==> config.mk <==
export PLATFORM = sky130hd
export DESIGN_NAME = pef_event_flags
export DESIGN_NICKNAME = d
export VERILOG_FILES = /design/src/hw/pef_event_flags.v
export VERILOG_INCLUDE_DIRS = /design/src /design/src/hw
export SDC_FILE = /design/constraint.sdc
export NUM_CORES = 1
export LEC_CHECK = 0
export BUFFER_PORTS_ARGS = -buffer_cell sky130_fd_sc_hd__buf_2
export CAP_MARGIN = 10
export CORE_UTILIZATION = 45
export CTS_BUF_LIST = sky130_fd_sc_hd__clkbuf_4
export CTS_CLUSTER_SIZE = 12
export DETAILED_ROUTE_END_ITERATION = 12
export PLACE_DENSITY = 0.72
export SYNTH_ARGS = -nofsm -noshare
export SYNTH_HDL_FRONTEND = slang
export SYNTH_SLANG_ARGS = --single-unit
export TNS_END_PERCENT = 30
==> constraint.sdc <==
create_clock -name ref_clk -period 2.7 [get_ports ref_clk]
set_input_delay 0.27 -clock ref_clk [delete_from_list [all_inputs] [get_ports ref_clk]]
set_output_delay 0.27 -clock ref_clk [all_outputs]
set_load 0.02 [all_outputs]
==> src/hw/pef_map.vh <==
`ifndef PEF_MAP_VH
`define PEF_MAP_VH

// Register subaddresses
`define PEF_ADDR_PART_IDENTITY 8'h00
`define PEF_ADDR_SYSTEM_EVENTS 8'h01
`define PEF_ADDR_SWITCH_EVENTS 8'h02
`define PEF_ADDR_SYSTEM_MASK   8'h03
`define PEF_ADDR_SWITCH_MASK   8'h04

// Identity fields
`define PEF_PART_MSB 7
`define PEF_PART_LSB 3
`define PEF_STEP_MSB 2
`define PEF_STEP_LSB 0

// System event flag positions
`define PEF_BIT_PROG_VOLT_LOW  5
`define PEF_BIT_ADAPTER_CHANGE 4
`define PEF_BIT_BUTTON_CHANGE  3
`define PEF_BIT_OVERTEMP       2
`define PEF_BIT_CELL_DONE      1
`define PEF_BIT_BURN_DONE      0

// Switch event flag positions
`define PEF_BIT_SW3_FAULT 5
`define PEF_BIT_SW2_FAULT 4
`define PEF_BIT_SW1_FAULT 3
`define PEF_BIT_SW3_LIMIT 2
`define PEF_BIT_SW2_LIMIT 1
`define PEF_BIT_SW1_LIMIT 0

// Field widths and reset values
`define PEF_FLAG_W      6
`define PEF_FLAG_RESET  6'h00
`define PEF_MASK_RESET  6'h00
`define PEF_DATA_RESET  8'h00

`endif

==> src/hw/pef_event_flags.v <==
// Contract
// - Subaddress zero reads part code in bits 7-3, silicon step in 2-0.
// - First event register at subaddress one, resets zero, bits 7-6 read zero.
// - Bit 5 sets when input voltage is too low for programming defaults.
// - Bit 4 sets on any adapter-detect input edge, rising or falling.
// - Bit 3 sets on any push-button input edge, rising or falling.
// - Bit 2 sets above warning threshold, clears on read once temperature is below.
// - Bit 1 sets when backup-cell comparators settle and results are readable.
// - Bit 0 sets when nonvolatile default programming completes successfully.
// - Second event register at subaddress two, resets zero, bits 7-6 read zero.
// - Bits 5 and 3 set on third and first switch thermal fault.
// - Bit 4 sets on second switch thermal fault.
// - Bits 2-0 set while third, second, first switch limits current.
// - Unmasked event pulls interrupt low; masked event leaves interrupt alone.
// - Mask gates only the interrupt; flags keep recording regardless.
`timescale 1ns/100ps
`default_nettype none
`include "pef_map.vh"

module pef_event_flags #(
   parameter [4:0] PART_CODE    = 5'h1e, // Arbitrary value
   parameter [2:0] SILICON_STEP = 3'h2   // Arbitrary value
) (
   // Clock and reset
   input  wire       ref_clk,
   input  wire       resetn,
   // Register access from the serial bus engine
   input  wire       reg_rd_en,
   input  wire       reg_wr_en,
   input  wire [7:0] reg_addr,
   input  wire [7:0] reg_wr_data,
   output reg  [7:0] reg_rd_data,
   output reg        reg_rd_valid,
   // Raw system conditions
   input  wire       programming_voltage_low,
   input  wire       adapter_detect_input,
   input  wire       button_input,
   input  wire       overtemp_warning,
   input  wire       backup_cell_sample_done,
   input  wire       defaults_burn_done,
   // Raw load switch conditions
   input  wire       switch3_fault,
   input  wire       switch2_fault,
   input  wire       switch1_fault,
   input  wire       switch3_current_limit,
   input  wire       switch2_current_limit,
   input  wire       switch1_current_limit,
   // Interrupt pin
   output reg        irq_out_n
);

   function is_addr;
      input [7:0] addr;
      input [7:0] target;
      begin
         is_addr = (addr == target);
      end
   endfunction

   // Reserved bits 7-6 of every six-bit register read as zero
   function [7:0] pad_field;
      input [`PEF_FLAG_W-1:0] field;
      begin
         pad_field = {2'b00, field};
      end
   endfunction

   reg  [`PEF_FLAG_W-1:0] system_event_flags;
   reg  [`PEF_FLAG_W-1:0] switch_event_flags;
   reg  [`PEF_FLAG_W-1:0] system_mask;
   reg  [`PEF_FLAG_W-1:0] switch_mask;
   reg                    adapter_prev;
   reg                    button_prev;
   reg                    prev_valid;

   reg  [`PEF_FLAG_W-1:0] system_set;
   reg  [`PEF_FLAG_W-1:0] switch_set;
   wire [`PEF_FLAG_W-1:0] next_system_event_flags;
   wire [`PEF_FLAG_W-1:0] next_switch_event_flags;
   wire [`PEF_FLAG_W-1:0] system_pending;
   wire [`PEF_FLAG_W-1:0] switch_pending;
   reg  [`PEF_FLAG_W-1:0] next_system_mask;
   reg  [`PEF_FLAG_W-1:0] next_switch_mask;
   reg  [7:0]             next_rd_data;

   wire rd_system = reg_rd_en & is_addr(reg_addr, `PEF_ADDR_SYSTEM_EVENTS);
   wire rd_switch = reg_rd_en & is_addr(reg_addr, `PEF_ADDR_SWITCH_EVENTS);

   // Event set terms
   always @* begin
      system_set = `PEF_FLAG_RESET;
      switch_set = `PEF_FLAG_RESET;
      system_set[`PEF_BIT_PROG_VOLT_LOW] = programming_voltage_low;
      system_set[`PEF_BIT_ADAPTER_CHANGE] =
         prev_valid & (adapter_detect_input ^ adapter_prev);
      system_set[`PEF_BIT_BUTTON_CHANGE] =
         prev_valid & (button_input ^ button_prev);
      system_set[`PEF_BIT_OVERTEMP] = overtemp_warning;
      system_set[`PEF_BIT_CELL_DONE] = backup_cell_sample_done;
      system_set[`PEF_BIT_BURN_DONE] = defaults_burn_done;
      switch_set[`PEF_BIT_SW3_FAULT] = switch3_fault;
      switch_set[`PEF_BIT_SW1_FAULT] = switch1_fault;
      switch_set[`PEF_BIT_SW2_FAULT] = switch2_fault;
      switch_set[`PEF_BIT_SW3_LIMIT] = switch3_current_limit;
      switch_set[`PEF_BIT_SW2_LIMIT] = switch2_current_limit;
      switch_set[`PEF_BIT_SW1_LIMIT] = switch1_current_limit;
   end

   // Sticky flags: set beats clear-on-read; level sources re-set while held
   genvar bit_idx;
   generate
      for (bit_idx = 0; bit_idx < `PEF_FLAG_W; bit_idx = bit_idx + 1) begin : g_flag
         assign next_system_event_flags[bit_idx] =
            system_set[bit_idx] | (system_event_flags[bit_idx] & ~rd_system);
         assign next_switch_event_flags[bit_idx] =
            switch_set[bit_idx] | (switch_event_flags[bit_idx] & ~rd_switch);
         // Mask gates only the interrupt path, never the flag itself
         assign system_pending[bit_idx] =
            next_system_event_flags[bit_idx] & ~next_system_mask[bit_idx];
         assign switch_pending[bit_idx] =
            next_switch_event_flags[bit_idx] & ~next_switch_mask[bit_idx];
      end
   endgenerate

   // Mask writes land at the next edge; other subaddresses are read-only
   always @* begin
      next_system_mask = system_mask;
      next_switch_mask = switch_mask;
      if (reg_wr_en && is_addr(reg_addr, `PEF_ADDR_SYSTEM_MASK)) begin
         next_system_mask = reg_wr_data[`PEF_FLAG_W-1:0];
      end
      if (reg_wr_en && is_addr(reg_addr, `PEF_ADDR_SWITCH_MASK)) begin
         next_switch_mask = reg_wr_data[`PEF_FLAG_W-1:0];
      end
   end

   // Read mux; reserved bits 7-6 and unmapped addresses read zero
   always @* begin
      next_rd_data = `PEF_DATA_RESET;
      case (reg_addr)
         `PEF_ADDR_PART_IDENTITY: begin
            next_rd_data = {PART_CODE, SILICON_STEP};
         end
         `PEF_ADDR_SYSTEM_EVENTS: begin
            next_rd_data = pad_field(system_event_flags);
         end
         `PEF_ADDR_SWITCH_EVENTS: begin
            next_rd_data = pad_field(switch_event_flags);
         end
         `PEF_ADDR_SYSTEM_MASK: begin
            next_rd_data = pad_field(system_mask);
         end
         `PEF_ADDR_SWITCH_MASK: begin
            next_rd_data = pad_field(switch_mask);
         end
         default: begin
            next_rd_data = `PEF_DATA_RESET;
         end
      endcase
   end

   // First edge after reset only captures pin levels, so no false change
   always @(posedge ref_clk or negedge resetn) begin
      if (!resetn) begin
         adapter_prev <= 1'b0;
         button_prev  <= 1'b0;
         prev_valid   <= 1'b0;
      end else begin
         // Edge detectors compare against the level one edge earlier
         adapter_prev <= adapter_detect_input;
         button_prev  <= button_input;
         prev_valid   <= 1'b1;
      end
   end

   // Flags record regardless of what the masks say
   always @(posedge ref_clk or negedge resetn) begin
      if (!resetn) begin
         system_event_flags <= `PEF_FLAG_RESET;
         switch_event_flags <= `PEF_FLAG_RESET;
      end else begin
         system_event_flags <= next_system_event_flags;
         switch_event_flags <= next_switch_event_flags;
      end
   end

   always @(posedge ref_clk or negedge resetn) begin
      if (!resetn) begin
         system_mask <= `PEF_MASK_RESET;
         switch_mask <= `PEF_MASK_RESET;
      end else begin
         system_mask <= next_system_mask;
         switch_mask <= next_switch_mask;
      end
   end

   // Read data holds until the next read strobe
   always @(posedge ref_clk or negedge resetn) begin
      if (!resetn) begin
         reg_rd_data  <= `PEF_DATA_RESET;
         reg_rd_valid <= 1'b0;
      end else begin
         // Valid pulses one cycle after each read strobe
         reg_rd_valid <= reg_rd_en;
         if (reg_rd_en) begin
            reg_rd_data <= next_rd_data;
         end
      end
   end

   // Interrupt follows the next flags and masks, so it moves with them
   always @(posedge ref_clk or negedge resetn) begin
      if (!resetn) begin
         irq_out_n <= 1'b1;
      end else begin
         irq_out_n <= ~((|system_pending) | (|switch_pending));
      end
   end

endmodule
`default_nettype wire

Word level (Yosys, flattened, before mapping)
Index checks and enable logic that the tools add are counted.
{"block": "classes", "add_sub_neg": 0, "mul": 0, "div_mod_pow": 0, "order_cmp": 0, "eq_ne": 4, "n_shift": 0, "muxes": 3, "bitwise_logic": 58, "n_reduce_logical": 5}
{"operator": "8-bit one-hot mux with 5 select lines", "count": 1}
{"operator": "1-bit bitwise AND", "count": 28}
{"operator": "8-bit by 2-bit equality test with 1-bit output, second input constant", "count": 2}
{"operator": "1-bit NOT", "count": 15}
{"operator": "1-bit OR", "count": 13}
{"operator": "6-bit two-way mux", "count": 2}
{"operator": "6-bit OR reduction", "count": 2}
{"operator": "8-bit by 1-bit equality test with 1-bit output, second input constant", "count": 1}
{"operator": "8-bit by 3-bit equality test with 1-bit output, second input constant", "count": 1}
{"operator": "8-bit zero test", "count": 1}
{"operator": "1-bit logical AND", "count": 2}
{"operator": "1-bit bitwise XOR", "count": 2}
{"block": "totals", "ff_bits": 37, "latch_bits": 0, "ram_bits": 0, "mem_bits_ro": 0, "input_bits": 32, "out_inout_bits": 10, "elab_cells": 80, "memories": 0}

Longest topological paths before layout
Gate-level depths: netlist (run 1).
{"block": "logic_depth", "depth_word": 9, "mapped_depth": 7, "depth_no_buf": 5}

Least setup slack after synthesis (run 1)
OpenSTA, ideal clock, no wires.
{"block": "synth_timing", "path_type": "input -> register", "from": "in reg_addr[7]", "to": "reg irq_out_n", "setup_ps": 62, "arrival_ps": 1982, "setup_slack_ps": 655, "stages": 6, "path_buffers": 1, "path_cell_list": "or3_1 -> clkbuf_1 -> or3_4 -> a22o_2 -> a2111oi_2 -> and3_1"}
{"block": "synth_between", "elab_chain_len": 9, "elab_cells_between_ends": 64, "cone_classes": "4 x eq/ne; 2 x mux; 54 x bitwise; 4 x reduce/logical"}
{"element": "start: declaration", "line_no": "pef_event_flags.v:30", "rtl": "input wire [7:0] reg_addr,"}
{"element": "8-bit by 1-bit equality test with 1-bit output"}
{"element": "1-bit bitwise AND", "line_no": "pef_event_flags.v:86", "rtl": "wire rd_system = reg_rd_en & is_addr(reg_addr, `PEF_ADDR_SYSTEM_EVENTS);"}
{"element": "1-bit NOT", "line_no": "pef_event_flags.v:114", "rtl": "system_set[bit_idx] | (system_event_flags[bit_idx] & ~rd_system);"}
{"element": "1-bit bitwise AND", "line_no": "pef_event_flags.v:114"}
{"element": "1-bit OR", "line_no": "pef_event_flags.v:114"}
{"element": "via next_system_event_flags[3]", "line_no": "pef_event_flags.v:78", "rtl": "wire [`PEF_FLAG_W-1:0] next_system_event_flags;"}
{"element": "1-bit bitwise AND", "line_no": "pef_event_flags.v:119", "rtl": "next_system_event_flags[bit_idx] & ~next_system_mask[bit_idx];"}
{"element": "6-bit OR reduction", "line_no": "pef_event_flags.v:216", "rtl": "irq_out_n <= ~((|system_pending) | (|switch_pending));"}
{"element": "1-bit OR", "line_no": "pef_event_flags.v:216"}
{"element": "1-bit NOT", "line_no": "pef_event_flags.v:216"}
{"element": "end signal: assignment", "line_no": "pef_event_flags.v:216"}
{"element": "end: declaration", "line_no": "pef_event_flags.v:49", "rtl": "output reg irq_out_n"}
The timed path passes the listed nets, and every way through them passes these cells.
A chain may end at the register's enable or synchronous reset.

Worst setup path in the final report (run 1)
{"block": "layout_timing", "from": "in reg_addr[2]", "to": "reg irq_out_n"}
{"block": "layout_between", "elab_chain_len": 9, "elab_cells_between_ends": 64, "cone_classes": "4 x eq/ne; 2 x mux; 54 x bitwise; 4 x reduce/logical"}
{"element": "8-bit by 1-bit equality test with 1-bit output or 8-bit by 2-bit equality test with 1-bit output (tied branches)"}
{"element": "1-bit bitwise AND (on tied branches)", "line_no": "pef_event_flags.v:86, pef_event_flags.v:87"}
{"element": "1-bit NOT (on tied branches)", "line_no": "pef_event_flags.v:114, pef_event_flags.v:116"}
{"element": "1-bit bitwise AND (on tied branches)", "line_no": "pef_event_flags.v:114, pef_event_flags.v:116"}
{"element": "1-bit OR (on tied branches)", "line_no": "pef_event_flags.v:114, pef_event_flags.v:116"}
{"element": "1-bit bitwise AND (on tied branches)", "line_no": "pef_event_flags.v:119, pef_event_flags.v:121"}
{"element": "6-bit OR reduction", "line_no": "pef_event_flags.v:216"}
{"element": "1-bit OR (*)", "line_no": "pef_event_flags.v:216"}
{"element": "1-bit NOT (*)", "line_no": "pef_event_flags.v:216"}
Every way passes the cells marked *; elsewhere a longest branch is shown, timed or not.

==> results of run 1 <==
[layout make-up]
class	instances	area, um^2	area share
Inverter	19	71.3	0.0331
Timing Repair Buffer	44	233	0.108
Clock buffer	7	52.6	0.0244
Sequential cell	36	902	0.419
Multi-Input combinational cell	115	832	0.386
Clock inverter	1	3.75	0.00174
Tap cell	48	60.1	0.0279
[flip-flops by register name (all words and copies together) (netlist names), 6 cells and up]
signal	count
switch_event_flags	6
system_event_flags	6
switch_mask	6
reg_rd_data	7
system_mask	6
[placed cells by master, fill, tap and decap left out, types with 5 or more instances in the layout]
master and instances:
a21o_1 9, a221oi_1 9, a22oi_1 6, buf_2 39
buf_4 5, clkbuf_4 7, dfrtp_1 35, inv_1 19
mux2i_1 6, nand2_1 12, nor2_1 6, nor2b_1 5
nor4_1 6, o2bb2ai_1 6, o41ai_1 7
[cells in the mapped netlist, types with 5 or more instances]
library cell   n  area [um^2]
nor4_1         6         37.5
nor2_1         6         22.5
a21o_1         9         67.6
mux2i_1        6         60.1
nor2b_1        5         31.3
a22oi_1        6         45.0
dfrtp_1       35          876
o2bb2ai_1      6         52.6
clkbuf_1       6         22.5
inv_1         19         71.3
o41ai_1        7         61.3
nand2_1       12         45.0
a221oi_1       9         78.8
[stage by stage]
step,power (mW),area [um^2],instances,hold slack (ns),utilization
floorplan,0.626,1850,180,-0.0256,-
global placement,0.680,2100,262,0.401,0.552
detailed placement,0.682,2100,262,0.399,0.552
CTS,0.968,2150,270,0.0322,0.567
global route,1.01,2150,270,0.0398,0.567
finish,0.964,2150,270,-0.00369,0.567
[worst max-delay path, cell delays in order]
cell and delay (ns):
buf_2 0.17, or3_2 0.53, or3_1 0.57, mux2i_1 0.19, a2111oi_0 0.40, and3_1 0.23
[logic make-up after synthesis]
logic type,Yosys count,share of synthesized area
compound gates,56,0.245
xor+xnor,2,0.00947
buf+inv,29,0.0629
flops,36,0.487
mux,6,0.0325
other cells,1,0.00203
simple gates,50,0.161
[power breakdown]
part / leakage, nW / switching (mW) / internal [mW] / total (mW)
Sequential: 0.425 / 0.00842 / 0.551 / 0.560
Clock: 0.0338 / 0.172 / 0.120 / 0.292
Combinational: 0.615 / 0.0673 / 0.0448 / 0.112
Total: 1.07 / 0.248 / 0.716 / 0.964
[path summary, 6_finish.rpt]
kind	from	endpoint	slack, ns	depth (start not counted)
max in group asynchronous	resetn	system_event_flags[3]$_DFF_PN0_	2.20	1
min reg2reg	reg_rd_data[5]$_DFFE_PN0P_	reg_rd_data[5]$_DFFE_PN0P_	0.49	1
max reg2reg	adapter_prev$_DFF_PN0_	irq_out_n$_DFF_PN1_	1.27	4
max	reg_addr[2]	irq_out_n$_DFF_PN1_	0.62	6
min in group ref_clk	button_input	button_prev$_DFF_PN0_	0.06	1
min	resetn	switch_event_flags[5]$_DFF_PN0_	-0.004	1
[routing by layer]
layer  up-vias  GRT usage
met2        42      0.356
met3         9     0.0500
met1       746      0.306
met5         -          0
li1        761          -
met4         0     0.0851
==> run metrics, run 1 <==
HPWL after detailed placement=3370 um; Max VDD drop=0.000202 V; crit-path max FO=13; WL met2=1990 um; Worst EP required=2.98 ns; min cycle time layout=2.08 ns; vias=1,558; final hold slack=-0.00369 ns; highest routed layer=met4; Final Hold Fails=9; # DRC=0; DIE AREA=4370 um^2; Post-synth EDFFs=0; Clk pin slew, worst setup/hold paths=0.11 ns; Synth cell types=42; layout overhead on the synthesized area=16.4%; post-synthesis async set-or-reset flop share=1.00; Num CTS Buffers=5; FF+latch count, synth=36; number of fill cells=346; Crit Path Category=in2reg; via-per-instance ratio=5.77; worst slew margin relative to its limit=0.475; Lkg Pwr=1.07 nW; synth warn=0; Cell Pwr Density=447 nW/um^2; met3 wire length=170 um; crit path DAT=2.36 ns; port bufs=39; crit end category=register; Initial Utilization=0.487; Syn Area/Cell=10.3 um^2; Fin Setup TNS=0 ns; chip height=66.1 um; fmax=0.480 GHz; first-pass GRT wire length=7020 um; wl on met1=2200 um; Iter 0 DRT Violations=162; CTS tree=done; clk_skew=0.00629 ns; first-pass iteration count of the detailed router=4; # setup viols final=0; vias in the first global route=1,475; total I/O pin count=42; Slew @ Worst Pin=0.787 ns; Core Rows=22; routed wire length per instance=16.4 um; Clock Latency Late Sink=0.34 ns; post-CTS setup buffer count=0; share of cells above drive strength 1=0.279; failing checks=hold timing; crit start category=primary input; TritonCTS Sinks=36; grt ovf=0; Main synth FF type=dfrtp_1; largest net degree at the start of global routing=37; register area share after synthesis=0.487; Core Region=3800 um^2; max-cap viol count=0; RSZ-0062 raised after global routing=no; Netlist Area Pre-Place=1850 um^2; Diodes inserted=0; # H-tree levels=2; Final GP Congestion=0.840; Nets=253; pre-CTS setup slack=0.287 ns; initial antenna violation count=0; gr usage total=0.227; run status=finished, violations left; Synth Instances=180; CTS root buffer=clkbuf_4; setup slack after layout=0.618 ns; # hold bufs at CTS=0; syn_nets=212; Final ANT Viol Nets=0; crit share post-route=0.771; Longest Clk Path Bufs=2; post-CTS sizing=0; die width=66.1 um; Hold Path Class=in2async; final max-slew violation count=0; final wirelength=4440 um
(Power assumes the default switching activity.)
==> inputs of run 2 (changes only) <==
- PLACE_DENSITY: 0.72 -> 0.75
- clock period: 2.7 -> 1.9 ns (I/O delays scaled with it)
==> run 2 against run 1 <==
The run now ends clean. Sequential power up 42%. Worst hold slack gained 0.047 ns. Register-to-register slack lost 0.70 ns. Non-clock buffer count is 34 higher. Die area stayed put. Clock skew is 0.0035 ns higher. Worst setup slack got worse by 0.55 ns. Critical endpoint unchanged. Largest power group unchanged.
==> run metrics, run 2 (same netlist as run 1, synthesis figures left out) <==
final hold slack=0.0436 ns (was -0.00369 ns); Diodes inserted=0 (unchanged); gr usage total=0.262 (was 0.227); multi-input logic area=925 um^2 (was 832 um^2); Seq. cell area=902 um^2 (unchanged); CTS tree=done (unchanged); first-pass GRT wire length=8260 um (was 7020 um); reg-to-reg setup timing slack=0.57 ns (was 1.27 ns); Hold Path Class=in2reg (was in2async); crit path from=reg_addr[5] (was reg_addr[2]); Core Region=3800 um^2 (unchanged); Final Non-Filler Cells=304 (was 270); delay-heaviest family, CP=simple AND/OR/NAND/NOR gates (unchanged); crit share post-route=0.965; largest net degree at the start of global routing=37 (unchanged); Max VDD drop=0.000381 V (was 0.000202 V); Final ANT Viol Nets=0 (unchanged); commonest cells after routing, fill and taps aside=39 x buf_2, 35 x dfrtp_1, 35 x buf_4 (was 39 x buf_2, 35 x dfrtp_1, 19 x inv_1); routed wire length per instance=17.7 um (was 16.4 um); Register-to-Register Path Depth=4 (unchanged); crit start category=primary input (unchanged); Most flops, register=reg_rd_data (unchanged); number of fill cells=306 (was 346); layout overhead on the synthesized area=35.8% (was 16.4%); Fin Setup TNS=0 ns (unchanged); crit-path max cell delay=0.54 ns (was 0.57 ns); Initial Utilization=0.487 (unchanged); vias=1,746 (was 1,558); run status=finished, final reports clean (was finished, violations left); port bufs=39 (unchanged); first-pass iteration count of the detailed router=4 (unchanged); Final Hold Fails=0 (was 9); placed cells=292 (was 262); worst reg2reg startpoint=adapter_prev$_DFF_PN0_ (unchanged); flip-flop count of the largest register after layout=7 (unchanged); crit end category=register (unchanged); die width=66.1 um (unchanged); crit-path max FO=3 (was 13); final wirelength=5370 um (was 4440 um); total I/O pin count=42 (unchanged); Iter 0 DRT Violations=128 (was 162); grt ovf=0 (unchanged); via-per-instance ratio=5.74 (was 5.77); # H-tree levels=2 (unchanged); Cell Pwr Density=566 nW/um^2 (was 447 nW/um^2); crit path DAT=2.12 ns (was 2.36 ns); Lkg Pwr=1.27 nW (was 1.07 nW); reg2reg end=irq_out_n$_DFF_PN1_ (unchanged); chip height=66.1 um (unchanged); final max-slew violation count=0 (unchanged); worst-path cell chain=buf_2 -> buf_4 -> or4b_4 -> or3_4 -> a22o_1 -> a2111oi_2 -> and3_1 (was buf_2 -> or3_2 -> or3_1 -> mux2i_1 -> a2111oi_0 -> and3_1); crit path buf inv count=2 (was 1); clk_skew=0.00977 ns (was 0.00629 ns); CTS root buffer=clkbuf_4 (unchanged); Clock Latency Late Sink=0.34 ns (about the same); Core Rows=22 (unchanged); Nets=287 (was 253); Final GP Congestion=0.897 (was 0.840); Worst EP required=2.19 ns (was 2.98 ns); worst slew margin relative to its limit=0.455 (was 0.475); Crit Path Category=in2reg (unchanged); leading cell type in the layout, fill and taps excluded=buf_2 (unchanged); HPWL after detailed placement=3990 um (was 3370 um); Slew @ Worst Pin=0.818 ns (was 0.787 ns); Clk pin slew, worst setup/hold paths=0.10 ns (was 0.11 ns); Longest Clk Path Bufs=2 (unchanged); Levels on crit path=7 (was 6); Util after Layout=0.661 (was 0.567); max-cap viol count=0 (unchanged); min cycle time layout=1.83 ns; fmax=0.546 GHz; post-route cell area=2510 um^2 (was 2150 um^2); vias in the first global route=1,721 (was 1,475); slowest CP cell=or4b_4 (was or3_1); Setup crit end=irq_out_n$_DFF_PN1_ (unchanged); TritonCTS Sinks=36 (unchanged); post-CTS setup buffer count=0 (unchanged); share of cells above drive strength 1=0.410 (was 0.279); # setup viols final=0 (unchanged); Num CTS Buffers=5 (unchanged); DIE AREA=4370 um^2 (unchanged); initial antenna violation count=0 (unchanged); placed cell area=2330 um^2 (was 2100 um^2); # DRC=0 (unchanged)
-- run 2: cell count changes in the layout (fill, tap and decap cells not counted), sizes merged --
| cell | delta |
|---|---|
| buf | +30 |
| dlygate4sd3 | +4 |
-- run 2: worst min path at each step --
stage,start,to,slack (ns),cells past startpoint
6_report,switch3_current_limit,switch_event_flags[2]$_DFF_PN0_,0.04,3
5_1_grt,backup_cell_sample_done,system_event_flags[1]$_DFF_PN0_,0.04,2
4_1_cts,switch1_current_limit,switch_event_flags[0]$_DFF_PN0_,0.03,3
3_5_place_dp,adapter_detect_input,adapter_prev$_DFF_PN0_,0.32,1
3_3_place_gp,resetn,reg_rd_data[5]$_DFFE_PN0P_,0.32,1
2_1_floorplan,resetn,adapter_prev$_DFF_PN0_,-0.11,0
-- run 2: area by class of cell --
cell class	count	share of cell area
flip-flops and latches	36	0.359
inverters	19	0.0284
clock buffers	7	0.0209
clock inverters	1	0.00149
well taps	48	0.0239
repair buffers	78	0.198
multi-input cells	115	0.368
-- run 2: stage by stage --
stage	power (mW)	setup slack, ns
final	1.42	0.0670
after global routing	1.49	-0.0130
after CTS	1.42	0.00478
after detailed placement	0.998	-0.402
after global placement	0.993	-0.426
after floorplan	0.892	-0.0171
-- run 2: repair_timing --
| item | 4_1_cts | 5_1_grt |
|---|---|---|
| pin swaps | 0 | 2 |
| gates resized for setup | 3 | 12 |
| hold endpoints to repair | 38 | 0 |
| setup endpoints to repair | 1 | 1 |
| hold buffers | 4 | 0 |
-- run 2: worst min-delay path, cell delays in order --
cell and delay (ns):
buf_2 0.07, inv_1 0.04, nand2_1 0.05
-- run 2: layer usage --
layer	vias up	wire length [um]	global-route usage
li1	824	-	-
met4	0	134	0.109
met2	62	2640	0.413
met3	14	306	0.0517
met1	846	2290	0.350
met5	-	0	0
-- run 2: where the power goes --
part / total (mW) / leakage (nW) / internal [mW] / switching, mW
clock: 0.416 / 0.0338 / 0.171 / 0.245
combinational: 0.207 / 0.815 / 0.0912 / 0.116
sequential: 0.797 / 0.425 / 0.783 / 0.0140
total: 1.42 / 1.27 / 1.05 / 0.376
